File: src/logic/tpr_pkg.sv
// Constants, register map and state types of the touch panel readout block.
// Assumes a single system clock at the rate given by CLK_MHZ.
package tpr_pkg;

  // ==========================================================================
  // Timing
  // ==========================================================================
  localparam int unsigned CLK_MHZ = 250;
  // Least time the detect level must hold before the debounced copy follows.
  localparam int unsigned DEBOUNCE_NS = 10000;
  localparam int unsigned DEBOUNCE_CYC = (DEBOUNCE_NS * CLK_MHZ + 999) / 1000;
  // Least settle time per step of the sample time field before a conversion.
  localparam int unsigned SETTLE_UNIT_NS = 1000;
  localparam int unsigned SETTLE_UNIT_CYC = (SETTLE_UNIT_NS * CLK_MHZ + 999) / 1000;

  // ==========================================================================
  // Register indices (byte address is four times the index)
  // ==========================================================================
  localparam logic [7:0] IDX_ENABLE_CTRL = 8'h70;
  localparam logic [7:0] IDX_MODE_CTRL = 8'h71;
  localparam logic [7:0] IDX_X_HIGH = 8'h72;
  localparam logic [7:0] IDX_Y_HIGH = 8'h73;
  localparam logic [7:0] IDX_XY_LOW = 8'h74;
  localparam logic [7:0] IDX_STATUS = 8'h75;
  localparam logic [7:0] IDX_INT_EN = 8'hF0;
  localparam logic [7:0] IDX_INT_STAT = 8'hF1;

  // ==========================================================================
  // Field positions
  // ==========================================================================
  localparam int unsigned ENABLE_BIT = 7;
  localparam int unsigned SETTLE_LSB = 4;
  localparam int unsigned MANUAL_BIT = 6;
  localparam int unsigned DEBOUNCE_EN_BIT = 2;
  localparam int unsigned STATE_LSB = 0;
  localparam int unsigned STATUS_TOUCH_BIT = 5;
  localparam int unsigned LOW_TOUCH_BIT = 7;
  localparam int unsigned LOW_Y_LSB = 2;
  localparam int unsigned LOW_X_LSB = 0;
  localparam int unsigned INT_TOUCH_EN_BIT = 6;
  localparam int unsigned INT_TOUCH_BIT = 2;

  // ==========================================================================
  // Reset values
  // ==========================================================================
  localparam logic [7:0] ENABLE_CTRL_RST = 8'h00;
  localparam logic [7:0] MODE_CTRL_RST = 8'h00;
  localparam logic [7:0] INT_EN_RST = 8'h00;
  localparam logic [9:0] COORD_RST = 10'h000;

  // ==========================================================================
  // Types
  // ==========================================================================
  // Controller states; the manual state field selects them in this order.
  typedef enum logic [1:0] {TPR_IDLE, TPR_CHECK, TPR_LATCH_X, TPR_LATCH_Y} tpr_state_t;
  // Conversion steps inside a latch state.
  typedef enum logic [1:0] {TPR_CV_SETTLE, TPR_CV_BUSY, TPR_CV_DONE} tpr_conv_t;

endpackage

File: src/logic/tpr_debounce.sv
// Debounce filter for one synchronised level.
// Assumes the input is already on the clock domain of this module.
`timescale 1ns/1ps
module tpr_debounce #(
  parameter int unsigned CYCLES = 2500
) (
  // Clock and reset
  input wire logic clock,
  input wire logic rst_n,
  // Level in and filtered level out
  input wire logic level_in,
  output logic level_q
);

  localparam int unsigned CW = $clog2(CYCLES + 1);
  localparam logic [CW-1:0] LAST = CW'(CYCLES - 1);

  logic [CW-1:0] count_q;

  // The output follows only after the input has differed for CYCLES edges.
  always_ff @(posedge clock or negedge rst_n)
  begin
    if (!rst_n)
    begin
      count_q <= '0;
      level_q <= 1'b0;
    end
    else if (level_in == level_q)
    begin
      count_q <= '0;
    end
    else if (count_q == LAST)
    begin
      count_q <= '0;
      level_q <= level_in;
    end
    else
    begin
      count_q <= count_q + CW'(1);
    end
  end

endmodule

File: src/logic/tpr_top.sv
// Touch panel readout controller with an APB register slave.
// Assumes a 10-bit ADC on the same clock that converts the selected axis on
// a start pulse and answers with a one-cycle done pulse; the touch detect
// level arrives from a pin and is synchronised here.
`timescale 1ns/1ps

module tpr_top #(
  parameter int unsigned DEBOUNCE_CYCLES = tpr_pkg::DEBOUNCE_CYC,
  parameter int unsigned SETTLE_CYCLES = tpr_pkg::SETTLE_UNIT_CYC
) (
  // Clock and reset
  input wire logic clock,
  input wire logic rst_n,
  // APB slave
  input wire logic psel,
  input wire logic penable,
  input wire logic pwrite,
  input wire logic [11:0] paddr,
  input wire logic [31:0] pwdata,
  output logic [31:0] prdata,
  output logic pready,
  output logic pslverr,
  // Touch detect pin
  input wire logic touch_detect_signal,
  // ADC front end
  output logic adc_start,
  output logic adc_sel_y,
  input wire logic adc_done,
  input wire logic [9:0] adc_data,
  // Interrupt
  output logic irq
);

  // ==========================================================================
  // Declarations
  // ==========================================================================
  logic [7:0] enable_ctrl_q;
  logic [7:0] mode_ctrl_q;
  logic [7:0] int_en_q;
  logic touch_flag_q;
  logic [9:0] x_coord_q;
  logic [9:0] y_coord_q;
  logic [31:0] prdata_q;
  logic pready_q;
  logic pslverr_q;
  logic irq_q;
  logic adc_start_q;
  logic adc_sel_y_q;
  logic sync1_q;
  logic sync2_q;
  logic sync3_q;
  logic touch_raw_q;
  logic touch_deb;
  logic touch_det;
  logic touch_det_prev_q;
  tpr_pkg::tpr_state_t state_q;
  tpr_pkg::tpr_state_t state_d;
  tpr_pkg::tpr_state_t last_state_q;
  tpr_pkg::tpr_conv_t conv_q;
  logic [11:0] settle_q;
  logic [11:0] settle_load;
  logic active;
  logic manual;
  logic access;
  logic wr_en;
  logic rd_en;
  logic [7:0] idx;
  logic mapped;
  logic [7:0] rd_byte;
  logic auto_done;
  logic touch_event;
  logic flag_clear;

  // ==========================================================================
  // Register access decode
  // ==========================================================================
  // A transfer is taken at the edge where pready is seen high in access phase.
  assign access = psel && penable && pready_q;
  assign wr_en = access && pwrite;
  assign rd_en = access && !pwrite;
  assign idx = paddr[9:2];
  assign active = enable_ctrl_q[tpr_pkg::ENABLE_BIT];
  assign manual = mode_ctrl_q[tpr_pkg::MANUAL_BIT];

  // Address decode covers every mapped index on a word boundary.
  always_comb
  begin
    mapped = (paddr[11:10] == 2'h0) && (paddr[1:0] == 2'h0);
    case (idx)
      tpr_pkg::IDX_ENABLE_CTRL,
      tpr_pkg::IDX_MODE_CTRL,
      tpr_pkg::IDX_X_HIGH,
      tpr_pkg::IDX_Y_HIGH,
      tpr_pkg::IDX_XY_LOW,
      tpr_pkg::IDX_STATUS,
      tpr_pkg::IDX_INT_EN,
      tpr_pkg::IDX_INT_STAT: mapped = mapped;
      default: mapped = 1'b0;
    endcase
  end

  // Read multiplexer; unmapped addresses read as zero.
  always_comb
  begin
    rd_byte = 8'h00;
    case (idx)
      tpr_pkg::IDX_ENABLE_CTRL: rd_byte = enable_ctrl_q;
      tpr_pkg::IDX_MODE_CTRL: rd_byte = mode_ctrl_q;
      tpr_pkg::IDX_X_HIGH: rd_byte = x_coord_q[9:2];
      tpr_pkg::IDX_Y_HIGH: rd_byte = y_coord_q[9:2];
      tpr_pkg::IDX_XY_LOW:
      begin
        rd_byte[tpr_pkg::LOW_TOUCH_BIT] = touch_raw_q;
        rd_byte[tpr_pkg::LOW_Y_LSB +: 2] = y_coord_q[1:0];
        rd_byte[tpr_pkg::LOW_X_LSB +: 2] = x_coord_q[1:0];
      end
      tpr_pkg::IDX_STATUS: rd_byte[tpr_pkg::STATUS_TOUCH_BIT] = manual && touch_raw_q;
      tpr_pkg::IDX_INT_EN: rd_byte = int_en_q;
      tpr_pkg::IDX_INT_STAT: rd_byte[tpr_pkg::INT_TOUCH_BIT] = touch_flag_q;
      default: rd_byte = 8'h00;
    endcase
    if (!mapped)
    begin
      rd_byte = 8'h00;
    end
  end

  // ==========================================================================
  // APB handshake
  // ==========================================================================
  // Every access waits one cycle; data and error are registered with pready.
  always_ff @(posedge clock or negedge rst_n)
  begin
    if (!rst_n)
    begin
      pready_q <= 1'b0;
      prdata_q <= 32'h0000_0000;
      pslverr_q <= 1'b0;
    end
    else
    begin
      pready_q <= psel && penable && !pready_q;
      prdata_q <= (psel && penable && !pready_q && !pwrite) ? {24'h00_0000, rd_byte} : 32'h0000_0000;
      pslverr_q <= psel && penable && !pready_q && !mapped;
    end
  end

  assign prdata = prdata_q;
  assign pready = pready_q;
  assign pslverr = pslverr_q;

  // ==========================================================================
  // Writable registers
  // ==========================================================================
  // Software control registers update only on a completed write.
  always_ff @(posedge clock or negedge rst_n)
  begin
    if (!rst_n)
    begin
      enable_ctrl_q <= tpr_pkg::ENABLE_CTRL_RST;
      mode_ctrl_q <= tpr_pkg::MODE_CTRL_RST;
      int_en_q <= tpr_pkg::INT_EN_RST;
    end
    else if (wr_en && mapped)
    begin
      case (idx)
        tpr_pkg::IDX_ENABLE_CTRL: enable_ctrl_q <= pwdata[7:0];
        tpr_pkg::IDX_MODE_CTRL: mode_ctrl_q <= pwdata[7:0];
        tpr_pkg::IDX_INT_EN: int_en_q <= pwdata[7:0];
        default: int_en_q <= int_en_q;
      endcase
    end
  end

  // ==========================================================================
  // Touch detect synchroniser and filter
  // ==========================================================================
  // Three stages; the level changes only once stages two and three agree.
  always_ff @(posedge clock or negedge rst_n)
  begin
    if (!rst_n)
    begin
      sync1_q <= 1'b0;
      sync2_q <= 1'b0;
      sync3_q <= 1'b0;
      touch_raw_q <= 1'b0;
    end
    else
    begin
      sync1_q <= touch_detect_signal;
      sync2_q <= sync1_q;
      sync3_q <= sync2_q;
      if (sync2_q == sync3_q)
      begin
        touch_raw_q <= sync3_q;
      end
    end
  end

  tpr_debounce #(
    .CYCLES(DEBOUNCE_CYCLES)
  ) u_debounce (
    .clock(clock),
    .rst_n(rst_n),
    .level_in(touch_raw_q),
    .level_q(touch_deb)
  );

  // The filtered copy is used only when debouncing is switched on.
  assign touch_det = mode_ctrl_q[tpr_pkg::DEBOUNCE_EN_BIT] ? touch_deb : touch_raw_q;

  // ==========================================================================
  // Controller state machine
  // ==========================================================================
  assign auto_done = (conv_q == tpr_pkg::TPR_CV_DONE) && (last_state_q == state_q);

  // Next state: off forces idle, manual follows the field, auto runs alone.
  always_comb
  begin
    state_d = state_q;
    if (!active)
    begin
      state_d = tpr_pkg::TPR_IDLE;
    end
    else if (manual)
    begin
      state_d = tpr_pkg::tpr_state_t'(mode_ctrl_q[tpr_pkg::STATE_LSB +: 2]);
    end
    else
    begin
      case (state_q)
        tpr_pkg::TPR_IDLE: if (!touch_det) state_d = tpr_pkg::TPR_CHECK;
        tpr_pkg::TPR_CHECK: if (touch_det) state_d = tpr_pkg::TPR_LATCH_X;
        tpr_pkg::TPR_LATCH_X: if (auto_done) state_d = tpr_pkg::TPR_LATCH_Y;
        tpr_pkg::TPR_LATCH_Y: if (auto_done) state_d = tpr_pkg::TPR_IDLE;
        default: state_d = tpr_pkg::TPR_IDLE;
      endcase
    end
  end

  // State register and a copy that marks the first cycle of a new state.
  always_ff @(posedge clock or negedge rst_n)
  begin
    if (!rst_n)
    begin
      state_q <= tpr_pkg::TPR_IDLE;
      last_state_q <= tpr_pkg::TPR_IDLE;
    end
    else
    begin
      state_q <= state_d;
      last_state_q <= state_q;
    end
  end

  // ==========================================================================
  // Conversion sequencing
  // ==========================================================================
  // Settle wait scales with the sample time field before each conversion.
  assign settle_load = 12'((32'(enable_ctrl_q[tpr_pkg::SETTLE_LSB +: 3]) + 32'd1) * SETTLE_CYCLES);

  // Each latch state settles, pulses start once and waits for done.
  always_ff @(posedge clock or negedge rst_n)
  begin
    if (!rst_n)
    begin
      conv_q <= tpr_pkg::TPR_CV_SETTLE;
      settle_q <= 12'h000;
      adc_start_q <= 1'b0;
      adc_sel_y_q <= 1'b0;
    end
    else
    begin
      adc_start_q <= 1'b0;
      if (last_state_q != state_q)
      begin
        conv_q <= tpr_pkg::TPR_CV_SETTLE;
        settle_q <= settle_load;
        adc_sel_y_q <= (state_q == tpr_pkg::TPR_LATCH_Y);
      end
      else if ((state_q == tpr_pkg::TPR_LATCH_X) || (state_q == tpr_pkg::TPR_LATCH_Y))
      begin
        case (conv_q)
          tpr_pkg::TPR_CV_SETTLE:
          begin
            if (settle_q == 12'h000)
            begin
              adc_start_q <= 1'b1;
              conv_q <= tpr_pkg::TPR_CV_BUSY;
            end
            else
            begin
              settle_q <= settle_q - 12'h001;
            end
          end
          tpr_pkg::TPR_CV_BUSY: if (adc_done) conv_q <= tpr_pkg::TPR_CV_DONE;
          tpr_pkg::TPR_CV_DONE: conv_q <= tpr_pkg::TPR_CV_DONE;
          default: conv_q <= tpr_pkg::TPR_CV_SETTLE;
        endcase
      end
    end
  end

  assign adc_start = adc_start_q;
  assign adc_sel_y = adc_sel_y_q;

  // Coordinates change only on a done pulse of their own axis.
  always_ff @(posedge clock or negedge rst_n)
  begin
    if (!rst_n)
    begin
      x_coord_q <= tpr_pkg::COORD_RST;
      y_coord_q <= tpr_pkg::COORD_RST;
    end
    else if ((conv_q == tpr_pkg::TPR_CV_BUSY) && adc_done && (last_state_q == state_q))
    begin
      if (state_q == tpr_pkg::TPR_LATCH_X)
      begin
        x_coord_q <= adc_data;
      end
      else if (state_q == tpr_pkg::TPR_LATCH_Y)
      begin
        y_coord_q <= adc_data;
      end
    end
  end

  // ==========================================================================
  // Touch event flag and interrupt
  // ==========================================================================
  // Auto mode reports a touch once both axes are latched; manual mode
  // reports a touch rising while the checking state is selected.
  assign touch_event = active && (manual ?
      ((state_q == tpr_pkg::TPR_CHECK) && touch_det && !touch_det_prev_q) :
      ((state_q == tpr_pkg::TPR_LATCH_Y) && auto_done));

  // Clear by writing one to the flag bit or by reading the interrupt status word.
  assign flag_clear = access && mapped && (idx == tpr_pkg::IDX_INT_STAT) &&
      (!pwrite || pwdata[tpr_pkg::INT_TOUCH_BIT]);

  // Sticky flag: a new event wins over a clear in the same cycle.
  always_ff @(posedge clock or negedge rst_n)
  begin
    if (!rst_n)
    begin
      touch_flag_q <= 1'b0;
      touch_det_prev_q <= 1'b0;
    end
    else
    begin
      touch_det_prev_q <= touch_det;
      if (touch_event)
      begin
        touch_flag_q <= 1'b1;
      end
      else if (flag_clear)
      begin
        touch_flag_q <= 1'b0;
      end
    end
  end

  // Level interrupt while the flag is set and its enable bit is on.
  always_ff @(posedge clock or negedge rst_n)
  begin
    if (!rst_n)
    begin
      irq_q <= 1'b0;
    end
    else
    begin
      irq_q <= touch_flag_q && int_en_q[tpr_pkg::INT_TOUCH_EN_BIT];
    end
  end

  assign irq = irq_q;

endmodule

File: config.mk
export PLATFORM = sky130hd
export DESIGN_NAME = tpr_top
export DESIGN_NICKNAME = d
export VERILOG_FILES = /design/src/logic/tpr_pkg.sv /design/src/logic/tpr_debounce.sv /design/src/logic/tpr_top.sv
export SDC_FILE = /design/constraint.sdc
export NUM_CORES = 1
export LEC_CHECK = 0
export BUFFER_PORTS_ARGS = -buffer_cell sky130_fd_sc_hd__clkbuf_2
export CAP_MARGIN = 20
export CELL_PAD_IN_SITES_DETAIL_PLACEMENT = 0
export CELL_PAD_IN_SITES_GLOBAL_PLACEMENT = 1
export CORE_ASPECT_RATIO = 0.7
export CORE_MARGIN = 2
export CORE_UTILIZATION = 46
export CTS_BUF_LIST = sky130_fd_sc_hd__clkbuf_4 sky130_fd_sc_hd__clkbuf_8
export DETAILED_ROUTE_END_ITERATION = 8
export GPL_TIMING_DRIVEN = 0
export MAX_ROUTING_LAYER = met4
export PLACE_DENSITY_LB_ADDON = 0.1
export SYNTH_ARGS = -nofsm -noshare
export SYNTH_HDL_FRONTEND = slang
export SYNTH_HIERARCHICAL = 1
export SYNTH_SLANG_ARGS = --single-unit
File: constraint.sdc
create_clock -name clock -period 5 [get_ports clock]
set_clock_uncertainty 0.2 [all_clocks]
set_input_delay 0.25 -clock clock [delete_from_list [all_inputs] [get_ports clock]]
set_output_delay 0.25 -clock clock [all_outputs]
set_load 0.01 [all_outputs]
==> flow_metrics.py <==
metrics = {
    "run_status": {
        "outcome": "completed",
    },
    "timing": {
        "fmax_mhz": 217,
        "tightestPinTransition_ns": 0.879,
        "finalHoldViolations": 0,
        "final_max_slew_viol_count": 0,
        "tns_ns": 0,
        "worst_slack_ns": 0.386,
        "period_minus_slack_ns": 4.61,
        "setup_viol": 0,
        "rsz0062_at_grt": "false",
        "post-route-period-util": 0.923,
        "slew_headroom": 0.409,
    },
    "detailed_routing": {
        "wl_um": 11900,
        "remaining_drc_errors": 0,
        "via_count": 3827,
        "ant_nets": 0,
        "wl_per_cell_um": 16.1,
        "first_pass_iters": 4,
        "drtIter0Drc": 204,
        "routed_via_density": 5.19,
    },
    "logic_synthesis": {
        "ys.flop_type": "dfrtp_1",
        "ys_seq_elements": 94,
        "postSynthCellCount": 476,
        "yosysSeqAreaShare": 0.441,
        "synth_edf_count": 0,
        "ys_async_sr_fraction": 1.00,
        "ys_warn_count": 6,
        "syn_avg_cell_area_um2": 11.2,
        "syn_area_um2": 5340,
        "synth_cell_types": 65,
    },
    "pwr": {
        "powerDensity_nw_per_um2": 230,
        "clockPowerShare": 0.390,
        "swShare": 0.233,
        "comb_power_share": 0.077,
        "power_switching_w": 0.000339,
        "ir_drop_mv": 0.169,
        "p_int_w": 0.00112,
        "p_leak_nw": 3.08,
        "sequentialPowerShare": 0.533,
    },
    "setup_path": {
        "r2r_end": "settle_q[11]$_DFFE_PN0P_",
        "reg2regPathDepth": 13,
        "crit_family": "adder cells",
        "critPathMostFrequentCell": "inv_1",
        "endpoint": "settle_q[11]$_DFFE_PN0P_",
        "arrival_ns": 4.65,
        "crit_path_max_fanout": 9,
        "path_buf_inv": 3,
        "r2r_setup_slack_ns": 0.39,
        "crit_slowest_cell": "dfrtp_1",
        "critPathLaunchType": "flop",
        "cp.depth": 13,
        "regToRegStartpoint": "enable_ctrl_q[4]$_DFFE_PN0P_",
        "crit_start": "enable_ctrl_q[4]$_DFFE_PN0P_",
        "setup.worst_path.class": "reg -> reg",
        "required_ns": 5.04,
        "cp-end-kind": "flop",
        "path_cells": "ha_1, xor2_1, inv_1, fa_1, inv_1, fa_1, inv_1, ha_1, o21ai_0, nor2_1, a221oi_1, xor2_1, mux2i_1",
        "cpPeakStageDelay_ns": 0.64,
    },
    "clocking": {
        "cts.clk_slew.worst_paths_ns": 0.09,
        "cts_made_buffers": 9,
        "ctsHoldBuffers": 21,
        "cts_tree": "done",
        "cts_root_buffer": "clkbuf_8",
        "clk_latency_ns": 0.36,
        "cts_sinks": 94,
        "cts_setup_buffers": 0,
        "h-tree-depth": 3,
        "cts_max_path_buffers": 2,
        "cts_repair_resize_count": 0,
    },
    "cells_and_area": {
        "nNetsFinal": 672,
        "seq_area_um2": 2350,
        "final_cell_mix": "dfrtp_1, clkbuf_2, mux2_2, inv_1",
        "syn2layout_area_growth_pct": 18.4,
        "diodes": 0,
        "drive_gt1_frac": 0.271,
        "fillers": 983,
        "multi_input_area_um2": 2730,
        "layout_commonest_cell": "dfrtp_1",
    },
    "die": {
        "dieHeight_um": 94.1,
        "start_util": 0.478,
        "die_area_um2": 12500,
        "num_rows": 32,
        "core-area_um2": 11200,
        "pin_count": 98,
        "die_x_um": 133,
    },
    "global_routing": {
        "gr-total-overflow": 0,
        "grt_pass1_vias": 3790,
        "antenna_found_initial": 0,
        "grt_start_max_net_pins": 51,
        "grt_usage": 0.209,
        "grt_pass1_wl_um": 19600,
    },
    "placed_design": {
        "post-place-ws_ns": 0.404,
        "dp_hpwl_um": 8910,
        "port_buffers": 47,
        "place_congestion": 0.831,
    },
    "min_path": {
        "min_path_type": "in -> reg",
    },
    "job": {
        "cap_violations": 0,
    },
}
[synth_stat cells, types with 2 or more instances]
library cell   n  area [um^2]
inv_1         28          105
nor3_1         7         35.0
mux2i_1       12          120
buf_4         25          188
a22oi_1        6         45.0
o31ai_1        3         22.5
xnor2_2        2         32.5
buf_2          2         10.0
a21o_1         2         15.0
nand3b_1       2         15.0
nand2_1       21         78.8
or3_1          5         31.3
buf_1          2         7.51
a211oi_1       3         22.5
ha_1          25          313
mux2_4        10          150
a21oi_1       15         75.1
nand3_2        2         20.0
xor2_1        16          140
and2_1         3         18.8
nand4b_1       4         35.0
a22o_1         4         35.0
nor4_1         4         25.0
nand4_1        5         31.3
and3_1         4         25.0
nor2b_1        9         56.3
maj3_1         2         20.0
o211ai_1       2         15.0
a221oi_1       4         35.0
o21ai_0       20          100
a31oi_1        2         12.5
nor3b_1        2         15.0
nor2_1        23         86.3
clkbuf_1       6         22.5
mux2_2        44          495
or4_1          3         22.5
o21bai_1       2         15.0
a211o_1        3         26.3
nand3_1       13         65.1
fa_1           7          140
xnor2_1        3         26.3
a32oi_1        3         26.3
dfrtp_1       94         2350
[worst register-to-register path: cells and delay by family (launching register included)]
kind | cells | cell delay (ns)
and+or+nand+nor | 1 | 0.12
adders and majority gates | 4 | 1.75
AOI/OAI and AO/OA | 2 | 0.60
buffers and inverters | 3 | 0.32
DFF | 1 | 0.64
muxes | 1 | 0.13
xor gates and xnor gates | 2 | 0.73
[flip-flops by register name (all words and copies together) (netlist names), 2 cells and up]
signal,cells
settle_q,12
u_debounce/count_q,12
x_coord_q,10
y_coord_q,10
enable_ctrl_q,8
int_en_q,8
mode_ctrl_q,8
prdata,8
conv_q,2
last_state_q,2
state_q,2
[per-layer routing]
metal	track usage	routed length, um	vias to the layer above
met2	0.291	4740	103
met5	-	0	-
met1	0.313	6300	1845
li1	-	-	1871
met3	0.0431	753	8
met4	0.0457	86	0
[final cells by class]
cell class,instances,share of cell area
repair buffers,69,0.0752
flip-flops and latches,94,0.372
clock inverters,6,0.0147
clock buffers,10,0.0218
inverters,28,0.0166
multi-input cells,341,0.431
well taps,153,0.0303
plain buffers,36,0.0378
[per-stage QoR]
step / power [W] / util / std cells / instance area (um^2) / hold slack (ns)
final: 0.00145 / 0.566 / 737 / 6320 / 0.0457
after global routing: 0.00152 / 0.566 / 737 / 6320 / 0.0152
after CTS: 0.00147 / 0.566 / 737 / 6320 / 0.00516
after detailed placement: 0.000890 / 0.526 / 700 / 5880 / 0.139
after global placement: 0.000885 / 0.524 / 699 / 5850 / 0.133
after floorplan: 0.000842 / - / 499 / 5420 / -0.246
[how the worst min path moves through the flow]
stage	from	end	slack, ns	cells past startpoint
floorplan	rst_n	adc_sel_y$_DFFE_PN0N_	-0.25	0
global placement	sync1_q$_DFF_PN0_	sync2_q$_DFF_PN0_	0.13	0
detailed placement	rst_n	adc_start$_DFF_PN0_	0.14	1
CTS	pwdata[2]	enable_ctrl_q[2]$_DFFE_PN0P_	0.005	2
global route	pwdata[2]	int_en_q[2]$_DFFE_PN0P_	0.02	2
finish	pwdata[2]	int_en_q[2]$_DFFE_PN0P_	0.05	2
[logic make-up after synthesis]
family,Yosys count,synth area share
buffers and inverters,64,0.0645
XOR/XNOR,21,0.0373
other,1,0.000703
AND/OR/NAND/NOR,117,0.124
multiplexers,66,0.143
AO/OA/AOI/OAI,79,0.101
adder cells (fa/ha/maj),34,0.0886
flip-flops,94,0.441
[power by group through the flow]
stage | sequential (W) | clock (W) | combinational [W]
3_3_place_gp | 0.000790 | 0 | 0.0000950
6_report | 0.000775 | 0.000567 | 0.000112
5_1_grt | 0.000777 | 0.000615 | 0.000126
4_1_cts | 0.000775 | 0.000583 | 0.000113
2_1_floorplan | 0.000789 | 0 | 0.0000528
3_5_place_dp | 0.000790 | 0 | 0.0000995
No activity file was read; power rests on OpenSTA's default activity.
